## src/include/uart_fmt_pkg.sv

```systemverilog
package uart_fmt_pkg;

    // register indices; byte address is index times four
    localparam logic [2:0] IDX_DATA = 3'h0;
    localparam logic [2:0] IDX_IER  = 3'h1;
    localparam logic [2:0] IDX_IIR  = 3'h2;
    localparam logic [2:0] IDX_FMT  = 3'h3;
    localparam logic [2:0] IDX_LSR  = 3'h5;

    // field positions of the format register
    localparam int LEN_LSB    = 0;
    localparam int STOP_BIT   = 2;
    localparam int PAR_EN_BIT = 3;
    localparam int SENSE_BIT  = 4;
    localparam int STICK_BIT  = 5;
    localparam int BREAK_BIT  = 6;
    localparam int DIVSEL_BIT = 7;

    // status register positions
    localparam int LSR_READY   = 0;
    localparam int LSR_OVERRUN = 1;
    localparam int LSR_PARITY  = 2;
    localparam int LSR_FRAMING = 3;
    localparam int LSR_HOLD    = 5;
    localparam int LSR_SHIFT   = 6;

    // reset values
    localparam logic [7:0]  FMT_RESET = 8'h00;
    localparam logic [3:0]  IER_RESET = 4'h0;
    localparam logic [15:0] DIV_RESET = 16'h0000;
    localparam logic [7:0]  IIR_NONE  = 8'h01;

    // timing in 16x ticks
    localparam logic [5:0] TICK_BIT     = 6'h10;
    localparam logic [5:0] TICK_HALF    = 6'h08;
    localparam logic [5:0] TICK_STOP1   = 6'h10;
    localparam logic [5:0] TICK_STOP15  = 6'h18;
    localparam logic [5:0] TICK_STOP2   = 6'h20;

    typedef struct packed {
        logic       divisorSelect;
        logic       breakCtl;
        logic       stickParity;
        logic       paritySense;
        logic       parityEnable;
        logic       stopCount;
        logic [1:0] charLen;
    } lineFormat_s;

endpackage

```

## src/verilog/baud_tick_gen.sv

```systemverilog
`timescale 1ns/1ps
`default_nettype none

// 16x tick from clk divided by the programmed divisor
module baud_tick_gen #(
    parameter int WIDTH = 16
) (
    // clock and reset
    input  wire logic             clk,
    input  wire logic             arst_n,
    // divisor control
    input  wire logic [WIDTH-1:0] divisor,
    input  wire logic             reload,
    // tick out
    output var  logic             tick
);

    logic [WIDTH-1:0] count_q;

    always_ff @(posedge clk or negedge arst_n) begin
        if (!arst_n) begin
            count_q <= '0;
            tick    <= 1'b0;
        end else if (reload) begin
            count_q <= divisor;
            tick    <= 1'b0;
        end else if (divisor == '0) begin
            // zero divisor: generator stands still
            tick    <= 1'b0;
        end else if (count_q <= WIDTH'(1)) begin
            count_q <= divisor;
            tick    <= 1'b1;
        end else begin
            count_q <= count_q - WIDTH'(1);
            tick    <= 1'b0;
        end
    end

endmodule

`default_nettype wire

```

## src/verilog/uart_line_format_control.sv

```systemverilog
// Our own choices: the address map and the Wishbone slave port.
`timescale 1ns/1ps
`default_nettype none

module uart_line_format_control #(
    parameter int DIV_WIDTH = 16
) (
    // clock and reset
    input  wire logic        clk,
    input  wire logic        arst_n,
    // wishbone slave
    input  wire logic        wb_cyc_i,
    input  wire logic        wb_stb_i,
    input  wire logic        wb_we_i,
    input  wire logic [4:0]  wb_adr_i,
    input  wire logic [3:0]  wb_sel_i,
    input  wire logic [31:0] wb_dat_i,
    output var  logic [31:0] wb_dat_o,
    output var  logic        wb_ack_o,
    // serial line
    input  wire logic        serialIn,
    output var  logic        serial_out
);

    typedef enum logic [4:0] {
        TX_IDLE   = 5'b00001,
        TX_START  = 5'b00010,
        TX_DATA   = 5'b00100,
        TX_PARITY = 5'b01000,
        TX_STOP   = 5'b10000
    } txState_e;

    typedef enum logic [4:0] {
        RX_IDLE   = 5'b00001,
        RX_START  = 5'b00010,
        RX_DATA   = 5'b00100,
        RX_PARITY = 5'b01000,
        RX_STOP   = 5'b10000
    } rxState_e;

    uart_fmt_pkg::lineFormat_s fmt_q;
    logic [3:0]           ier_q;
    logic [DIV_WIDTH-1:0] divisor_q;
    logic                 reload_q;
    logic                 tick;
    logic [7:0]           thr_q;
    logic                 holdEmpty_q;
    logic                 shiftEmpty_q;
    logic [7:0]           rbr_q;
    logic                 dataReady_q;
    logic                 overrun_q;
    logic                 parityErr_q;
    logic                 framingErr_q;

    // data-bit mask for the configured length
    function automatic logic [7:0] lenMask(input logic [1:0] len);
        lenMask = 8'hff >> (2'h3 - len);
    endfunction

    // parity bit to send or expect for given data
    function automatic logic parityOf(
        input logic [7:0] data,
        input uart_fmt_pkg::lineFormat_s f
    );
        logic ones;
        ones = ^(data & lenMask(f.charLen));
        if (f.stickParity) begin
            parityOf = ~f.paritySense;
        end else begin
            parityOf = f.paritySense ? ones : ~ones;
        end
    endfunction

    // stop length in ticks
    function automatic logic [5:0] stopTicks(
        input uart_fmt_pkg::lineFormat_s f
    );
        if (!f.stopCount) begin
            stopTicks = uart_fmt_pkg::TICK_STOP1;
        end else if (f.charLen == 2'h0) begin
            stopTicks = uart_fmt_pkg::TICK_STOP15;
        end else begin
            stopTicks = uart_fmt_pkg::TICK_STOP2;
        end
    endfunction

    // ---------------- bus decode ----------------
    logic       reqStart;
    logic       access;
    logic [2:0] index;
    logic       wrByte;
    logic       rdAccess;
    logic       selDiv;

    assign reqStart = wb_cyc_i & wb_stb_i & ~wb_ack_o;
    assign access   = wb_cyc_i & wb_stb_i & wb_ack_o;
    assign index    = wb_adr_i[4:2];
    assign wrByte   = access & wb_we_i & wb_sel_i[0];
    assign rdAccess = access & ~wb_we_i;
    assign selDiv   = fmt_q.divisorSelect;

    logic wrThr;
    logic wrIer;
    logic wrDivLo;
    logic wrDivHi;
    logic wrFmt;
    logic rdRbr;
    logic rdLsr;

    assign wrThr   = wrByte & (index == uart_fmt_pkg::IDX_DATA) & ~selDiv;
    assign wrIer   = wrByte & (index == uart_fmt_pkg::IDX_IER) & ~selDiv;
    assign wrDivLo = wrByte & (index == uart_fmt_pkg::IDX_DATA) & selDiv;
    assign wrDivHi = wrByte & (index == uart_fmt_pkg::IDX_IER) & selDiv;
    assign wrFmt   = wrByte & (index == uart_fmt_pkg::IDX_FMT);
    assign rdRbr   = rdAccess & (index == uart_fmt_pkg::IDX_DATA) & ~selDiv;
    assign rdLsr   = rdAccess & (index == uart_fmt_pkg::IDX_LSR);

    // one-cycle ack, dropped the cycle after
    always_ff @(posedge clk or negedge arst_n) begin
        if (!arst_n) begin
            wb_ack_o <= 1'b0;
        end else begin
            wb_ack_o <= reqStart;
        end
    end

    // read data captured when the request is first seen
    logic [7:0] readByte;
    always_comb begin
        readByte = 8'h00;
        case (index)
            uart_fmt_pkg::IDX_DATA:
                readByte = selDiv ? divisor_q[7:0] : rbr_q;
            uart_fmt_pkg::IDX_IER:
                readByte = selDiv ? divisor_q[15:8] : {4'h0, ier_q};
            uart_fmt_pkg::IDX_IIR:
                readByte = uart_fmt_pkg::IIR_NONE;
            uart_fmt_pkg::IDX_FMT:
                readByte = fmt_q;
            uart_fmt_pkg::IDX_LSR: begin
                readByte[uart_fmt_pkg::LSR_READY]   = dataReady_q;
                readByte[uart_fmt_pkg::LSR_OVERRUN] = overrun_q;
                readByte[uart_fmt_pkg::LSR_PARITY]  = parityErr_q;
                readByte[uart_fmt_pkg::LSR_FRAMING] = framingErr_q;
                readByte[uart_fmt_pkg::LSR_HOLD]    = holdEmpty_q;
                readByte[uart_fmt_pkg::LSR_SHIFT]   = shiftEmpty_q;
            end
            default:
                readByte = 8'h00;
        endcase
    end

    always_ff @(posedge clk or negedge arst_n) begin
        if (!arst_n) begin
            wb_dat_o <= 32'h0000_0000;
        end else if (reqStart && !wb_we_i) begin
            wb_dat_o <= {24'h00_0000, readByte};
        end
    end

    // ---------------- control registers ----------------
    always_ff @(posedge clk or negedge arst_n) begin
        if (!arst_n) begin
            fmt_q <= uart_fmt_pkg::FMT_RESET;
            ier_q <= uart_fmt_pkg::IER_RESET;
        end else begin
            if (wrFmt) begin
                fmt_q <= wb_dat_i[7:0];
            end
            if (wrIer) begin
                ier_q <= wb_dat_i[3:0];
            end
        end
    end

    // divisor latches; a write reloads the counter next cycle
    always_ff @(posedge clk or negedge arst_n) begin
        if (!arst_n) begin
            divisor_q <= uart_fmt_pkg::DIV_RESET;
            reload_q  <= 1'b0;
        end else begin
            if (wrDivLo) begin
                divisor_q[7:0] <= wb_dat_i[7:0];
            end
            if (wrDivHi) begin
                divisor_q[15:8] <= wb_dat_i[7:0];
            end
            reload_q <= wrDivLo | wrDivHi;
        end
    end

    baud_tick_gen #(
        .WIDTH (DIV_WIDTH)
    ) u_baud (
        .clk     (clk),
        .arst_n  (arst_n),
        .divisor (divisor_q),
        .reload  (reload_q),
        .tick    (tick)
    );

    // ---------------- transmitter ----------------
    txState_e   txState_q;
    logic [7:0] txShift_q;
    logic [2:0] txBit_q;
    logic [5:0] txTicks_q;
    logic       txLine;
    logic       txLoad;

    assign txLoad = (txState_q == TX_IDLE) & ~holdEmpty_q;

    // holding register; a new write wins over the transfer
    always_ff @(posedge clk or negedge arst_n) begin
        if (!arst_n) begin
            thr_q       <= 8'h00;
            holdEmpty_q <= 1'b1;
        end else if (wrThr) begin
            thr_q       <= wb_dat_i[7:0];
            holdEmpty_q <= 1'b0;
        end else if (txLoad) begin
            holdEmpty_q <= 1'b1;
        end
    end

    always_ff @(posedge clk or negedge arst_n) begin
        if (!arst_n) begin
            txState_q    <= TX_IDLE;
            txShift_q    <= 8'h00;
            txBit_q      <= 3'h0;
            txTicks_q    <= 6'h00;
            shiftEmpty_q <= 1'b1;
        end else begin
            case (txState_q)
                TX_IDLE: begin
                    txTicks_q <= 6'h00;
                    if (txLoad) begin
                        txShift_q    <= thr_q;
                        shiftEmpty_q <= 1'b0;
                        txState_q    <= TX_START;
                    end
                end
                TX_START: begin
                    if (tick) begin
                        if (txTicks_q == uart_fmt_pkg::TICK_BIT - 6'h01) begin
                            txTicks_q <= 6'h00;
                            txBit_q   <= 3'h0;
                            txState_q <= TX_DATA;
                        end else begin
                            txTicks_q <= txTicks_q + 6'h01;
                        end
                    end
                end
                TX_DATA: begin
                    if (tick) begin
                        if (txTicks_q == uart_fmt_pkg::TICK_BIT - 6'h01) begin
                            txTicks_q <= 6'h00;
                            if (txBit_q == {1'b1, fmt_q.charLen}) begin
                                txState_q <= fmt_q.parityEnable ?
                                             TX_PARITY : TX_STOP;
                            end else begin
                                txBit_q <= txBit_q + 3'h1;
                            end
                        end else begin
                            txTicks_q <= txTicks_q + 6'h01;
                        end
                    end
                end
                TX_PARITY: begin
                    if (tick) begin
                        if (txTicks_q == uart_fmt_pkg::TICK_BIT - 6'h01) begin
                            txTicks_q <= 6'h00;
                            txState_q <= TX_STOP;
                        end else begin
                            txTicks_q <= txTicks_q + 6'h01;
                        end
                    end
                end
                TX_STOP: begin
                    if (tick) begin
                        if (txTicks_q == stopTicks(fmt_q) - 6'h01) begin
                            txTicks_q    <= 6'h00;
                            shiftEmpty_q <= 1'b1;
                            txState_q    <= TX_IDLE;
                        end else begin
                            txTicks_q <= txTicks_q + 6'h01;
                        end
                    end
                end
                default: begin
                    txState_q <= TX_IDLE;
                end
            endcase
        end
    end

    // data bits count from index 0 and end at index 4 plus charLen; see compare
    always_comb begin
        case (txState_q)
            TX_START:  txLine = 1'b0;
            TX_DATA:   txLine = txShift_q[txBit_q];
            TX_PARITY: txLine = parityOf(txShift_q, fmt_q);
            default:   txLine = 1'b1;
        endcase
    end

    // break forces the pin only; the shifter runs on beneath it
    always_ff @(posedge clk or negedge arst_n) begin
        if (!arst_n) begin
            serial_out <= 1'b1;
        end else begin
            serial_out <= fmt_q.breakCtl ? 1'b0 : txLine;
        end
    end

    // ---------------- receiver ----------------
    logic       rxMeta_q;
    logic       rxSync_q;
    rxState_e   rxState_q;
    logic [7:0] rxShift_q;
    logic [2:0] rxBit_q;
    logic [5:0] rxTicks_q;
    logic       rxParity_q;
    logic       rxMid;
    logic       rxDone;

    always_ff @(posedge clk or negedge arst_n) begin
        if (!arst_n) begin
            rxMeta_q <= 1'b1;
            rxSync_q <= 1'b1;
        end else begin
            rxMeta_q <= serialIn;
            rxSync_q <= rxMeta_q;
        end
    end

    assign rxMid  = tick & (rxTicks_q == uart_fmt_pkg::TICK_BIT - 6'h01);
    assign rxDone = (rxState_q == RX_STOP) & rxMid;

    always_ff @(posedge clk or negedge arst_n) begin
        if (!arst_n) begin
            rxState_q  <= RX_IDLE;
            rxShift_q  <= 8'h00;
            rxBit_q    <= 3'h0;
            rxTicks_q  <= 6'h00;
            rxParity_q <= 1'b0;
        end else begin
            if (tick) begin
                rxTicks_q <= rxMid ? 6'h00 : rxTicks_q + 6'h01;
            end
            case (rxState_q)
                RX_IDLE: begin
                    rxTicks_q <= 6'h00;
                    rxShift_q <= 8'h00;
                    if (!rxSync_q) begin
                        rxState_q <= RX_START;
                    end
                end
                RX_START: begin
                    // centre of start bit; a high here is a false start
                    if (tick && rxTicks_q == uart_fmt_pkg::TICK_HALF - 6'h01) begin
                        rxTicks_q <= 6'h00;
                        rxBit_q   <= 3'h0;
                        rxState_q <= rxSync_q ? RX_IDLE : RX_DATA;
                    end
                end
                RX_DATA: begin
                    if (rxMid) begin
                        rxShift_q[rxBit_q] <= rxSync_q;
                        if (rxBit_q == {1'b1, fmt_q.charLen}) begin
                            rxState_q <= fmt_q.parityEnable ?
                                         RX_PARITY : RX_STOP;
                        end else begin
                            rxBit_q <= rxBit_q + 3'h1;
                        end
                    end
                end
                RX_PARITY: begin
                    if (rxMid) begin
                        rxParity_q <= rxSync_q;
                        rxState_q  <= RX_STOP;
                    end
                end
                RX_STOP: begin
                    // only the first stop bit is sampled
                    if (rxMid) begin
                        rxState_q <= RX_IDLE;
                    end
                end
                default: begin
                    rxState_q <= RX_IDLE;
                end
            endcase
        end
    end

    // receive buffer and status; a new event wins over a read clear
    always_ff @(posedge clk or negedge arst_n) begin
        if (!arst_n) begin
            rbr_q        <= 8'h00;
            dataReady_q  <= 1'b0;
            overrun_q    <= 1'b0;
            parityErr_q  <= 1'b0;
            framingErr_q <= 1'b0;
        end else if (rxDone) begin
            rbr_q       <= rxShift_q & lenMask(fmt_q.charLen);
            dataReady_q <= 1'b1;
            if (dataReady_q && !rdRbr) begin
                overrun_q <= 1'b1;
            end else if (rdLsr) begin
                overrun_q <= 1'b0;
            end
            if (fmt_q.parityEnable &&
                rxParity_q != parityOf(rxShift_q, fmt_q)) begin
                parityErr_q <= 1'b1;
            end else if (rdLsr) begin
                parityErr_q <= 1'b0;
            end
            if (!rxSync_q) begin
                framingErr_q <= 1'b1;
            end else if (rdLsr) begin
                framingErr_q <= 1'b0;
            end
        end else begin
            if (rdRbr) begin
                dataReady_q <= 1'b0;
            end
            if (rdLsr) begin
                overrun_q    <= 1'b0;
                parityErr_q  <= 1'b0;
                framingErr_q <= 1'b0;
            end
        end
    end

endmodule

`default_nettype wire

```

## config.mk

```make
export PLATFORM = sky130hd
export DESIGN_NAME = uart_line_format_control
export DESIGN_NICKNAME = d
export VERILOG_FILES = /design/src/include/uart_fmt_pkg.sv /design/src/verilog/baud_tick_gen.sv /design/src/verilog/uart_line_format_control.sv
export SDC_FILE = /design/constraint.sdc
export NUM_CORES = 1
export LEC_CHECK = 0
export BUFFER_PORTS_ARGS = -buffer_cell sky130_fd_sc_hd__buf_2
export CAP_MARGIN = 10
export CORE_MARGIN = 5
export CORE_UTILIZATION = 59
export DETAILED_ROUTE_END_ITERATION = 8
export MAX_ROUTING_LAYER = met4
export PLACE_DENSITY = 0.84
export SLEW_MARGIN = 25
export SYNTH_ARGS = -nofsm -noshare
export SYNTH_HDL_FRONTEND = slang
export SYNTH_SLANG_ARGS = --single-unit
```

## constraint.sdc

```tcl
create_clock -name clk -period 2.85 [get_ports clk]
set_clock_uncertainty 0.2 [all_clocks]
set_input_delay 0.4275 -clock clk [delete_from_list [all_inputs] [get_ports clk]]
set_output_delay 0.4275 -clock clk [all_outputs]
set_load 0.01 [all_outputs]
```

==> impl_metrics.ini <==
[clocking]
cts_setup_buffers = 0
cts-resized-gates = 0
cts_inserted_buffers = 17
clkTransAtPathRegs_ns = 0.06
cts_hold_buffers = 2
clock-sinks = 125
clk_latency_ns = 0.42
cts_root_buf = clkbuf_16
clockBufferDepth = 2
h-tree-depth = 4
cts_tree = done

[synthesis]
ys_seq_area_share_pct = 45.4
synth_area_um2 = 6910
synthTopCellsByCount = dfrtp_1 (118), mux2_2 (52), o21ai_0 (50)
synth_cell_types = 70
yosysWarnings = 0
synth_cells = 688
yosys_most_used_dff = dfrtp_1
synth_most_common_cell = dfrtp_1
yosys.area.top_type = dfrtp_1
synthArstFlopShare_pct = 100
synth_top_cell_area_share_pct = 42.7
syn_avg_cell_area_um2 = 10.0
synth_edf_count = 0
synth.area.top_cells = dfrtp_1 (43%), mux2_2 (8.5%), o21ai_0 (3.6%)
ys_ff_latch = 125

[global_route]
overflow = 0
grt_antenna_before_repair = 0
grt_max_degree = 54
grt_pass1_vias = 5759
track_usage_pct = 26.4
grt_pass1_wl_um = 29400

[floorplan]
die_w_um = 118
die-area_um2 = 14000
rows = 39
die_y_um = 118
io-pin-count = 81
floorplan.initialDensity_pct = 60.3
design.core.area_um2 = 11500

[power_and_ir_drop]
p_total_uw = 6490
p_per_area_nw_per_um2 = 830
pwr-share-seq_pct = 32.6
p_sw_share_pct = 34.2
ir_worst_vdd_v = 0.00113
combPwrFrac_pct = 29.8
internal-power_uw = 4270
switching_power_uw = 2220
power.leakage_uw = 0.00354
clock_power_share_pct = 37.6

[setup_path]
reg2reg_from = u_baud.count_q[9]$_DFFE_PN0P_
path_class = flip-flop to flip-flop
worst_setup_path_start_kind = flip-flop
crit_path_end_kind = flip-flop
required_ns = 2.94
cp_max_fo = 18
crit_arrival_ns = 2.71
r2r_slack_ns = 0.23
cp-startpoint = u_baud.count_q[9]$_DFFE_PN0P_

[timing]
rsz0062_at_grt = no
hold_viol = 0
max_freq_ghz = 0.382
period_share_pct = 91.9
finalSetupViolations = 0
slew_headroom_pct = 52.6
final_max_slew_viol_count = 0
tns_ns = 0
fin_crit_ns = 2.62
max_slew.worst_pin.slew_ns = 0.711

[place]
place_hpwl_um = 11700
gp_congestion = 0.918
io_buffers = 27

[finish]
areaGrowthSynthToFinish_pct = 13.2
insertedDiodeCount = 0
final_nets = 771
drive_above_1_share_pct = 20.0

[route]
drc = 0
dr_total_vias = 5639
drtPass1Iterations = 5
drtIter0Drc = 505
wl_per_cell_um = 19.8
ant_nets = 0
drt-total-wl_um = 17300
routed_via_density = 6.45

[run_status]
status = completed

[min_path]
hold_class = input port to flip-flop
hp-start = wb_stb_i

[run]
drv_cap = 0
[critical path, stage by stage (launching register included)]
cell and delay, ns:
dfrtp_1 0.41, or4_4 0.58, nor4_2 0.42, a21o_1 0.20, buf_4 0.22, o21ai_0 0.14
a221o_1 0.31
[worst paths after layout]
check / to / cells past startpoint
setup / recovery: u_baud.count_q[7]$_DFFE_PN0P_ / 6
hold / removal: wb_ack_o$_DFF_PN0_ / 3
setup reg to reg: u_baud.count_q[7]$_DFFE_PN0P_ / 6
hold reg to reg: rxSync_q$_DFF_PN1_ / 0
max in group asynchronous: serial_out$_DFF_PN1_ / 3
min in group asynchronous: divisor_q[2]$_DFFE_PN0P_ / 2
[metrics by stage]
step                      setup WS (ns)  util (%)  hold WS (ns)  std cells  cell area, um2
final                             0.232      68.2        0.0925        874            7820
after global routing              0.137      68.2         0.108        874            7820
after CTS                         0.245      68.2        0.0890        874            7820
after detailed placement          0.256      62.3         0.148        840            7140
after global placement            0.299      62.3         0.146        840            7140
after floorplan                   0.344         -       -0.0681        711            7000
[layer usage]
| layer | up-vias | wire [um] | global-route usage, % |
|---|---|---|---|
| met5 | - | 0 | - |
| met4 | 0 | 505 | 9.96 |
| met3 | 48 | 1090 | 6.16 |
| met2 | 233 | 8900 | 44.2 |
| li1 | 2555 | - | - |
| met1 | 2803 | 6810 | 31.0 |
[power by group through the flow]
stage | Combinational [uW] | Clock (uW) | Sequential (uW)
after detailed placement | 1890 | 0 | 2140
after global placement | 1780 | 0 | 2120
final | 1930 | 2440 | 2120
after CTS | 1910 | 2450 | 2110
after floorplan | 1410 | 0 | 2090
after global routing | 2130 | 2550 | 2140
[state kept, by name (all words and copies together), names as in the netlist, 3 cells and up]
name	flops
thr_q	8
rxBit_q	3
fmt_q	7
txShift_q	8
txBit_q	3
rxTicks_q	6
wb_dat_o	8
txState_q	5
ier_q	4
u_baud.count_q	16
divisor_q	16
txTicks_q	6
rbr_q	8
rxShift_q	8
rxState_q	5
[cell usage in the layout (no fill, tap or decap), drive strengths merged, types with 7 or more instances in the layout]
cell | synthesis | final
a21o | 8 | 8
a21oi | 18 | 18
a221o | 13 | 13
a31oi | 10 | 10
and3 | 7 | 7
buf | 30 | 40
clkbuf | 24 | 19
conb | 1 | 24
dfrtp | 118 | 118
dfstp | 7 | 7
inv | 24 | 27
mux2 | 52 | 52
mux2i | 15 | 15
nand2 | 47 | 47
nand2b | 7 | 7
nand3 | 18 | 18
nand4 | 13 | 13
nor2 | 47 | 47
nor2b | 10 | 10
nor3 | 13 | 13
nor4 | 17 | 17
o21ai | 50 | 50
xnor2 | 13 | 13
xor2 | 13 | 13
[logic make-up (layout without fill, tap and decap cells)]
group / Yosys count / after routing / share of synthesized area (%)
buffers and inverters: 79 / 99 / 5.63
AND/OR/NAND/NOR: 225 / 225 / 17.6
other: 1 / 24 / 0.0543
flip-flops: 125 / 125 / 45.4
XOR/XNOR: 27 / 27 / 3.62
AO/OA/AOI/OAI: 156 / 156 / 15.4
adder cells (fa/ha/maj): 6 / 6 / 1.09
multiplexers: 69 / 69 / 11.3
[layout make-up]
type	instances	area (um2)
fillers	802	3640
multi-input cells	507	3470
flip-flops and latches	125	3140
clock buffers	19	453
repair buffers	42	280
clock inverters	13	210
well taps	143	179
inverters	25	93.8
Power figures use the tool's default switching activity.
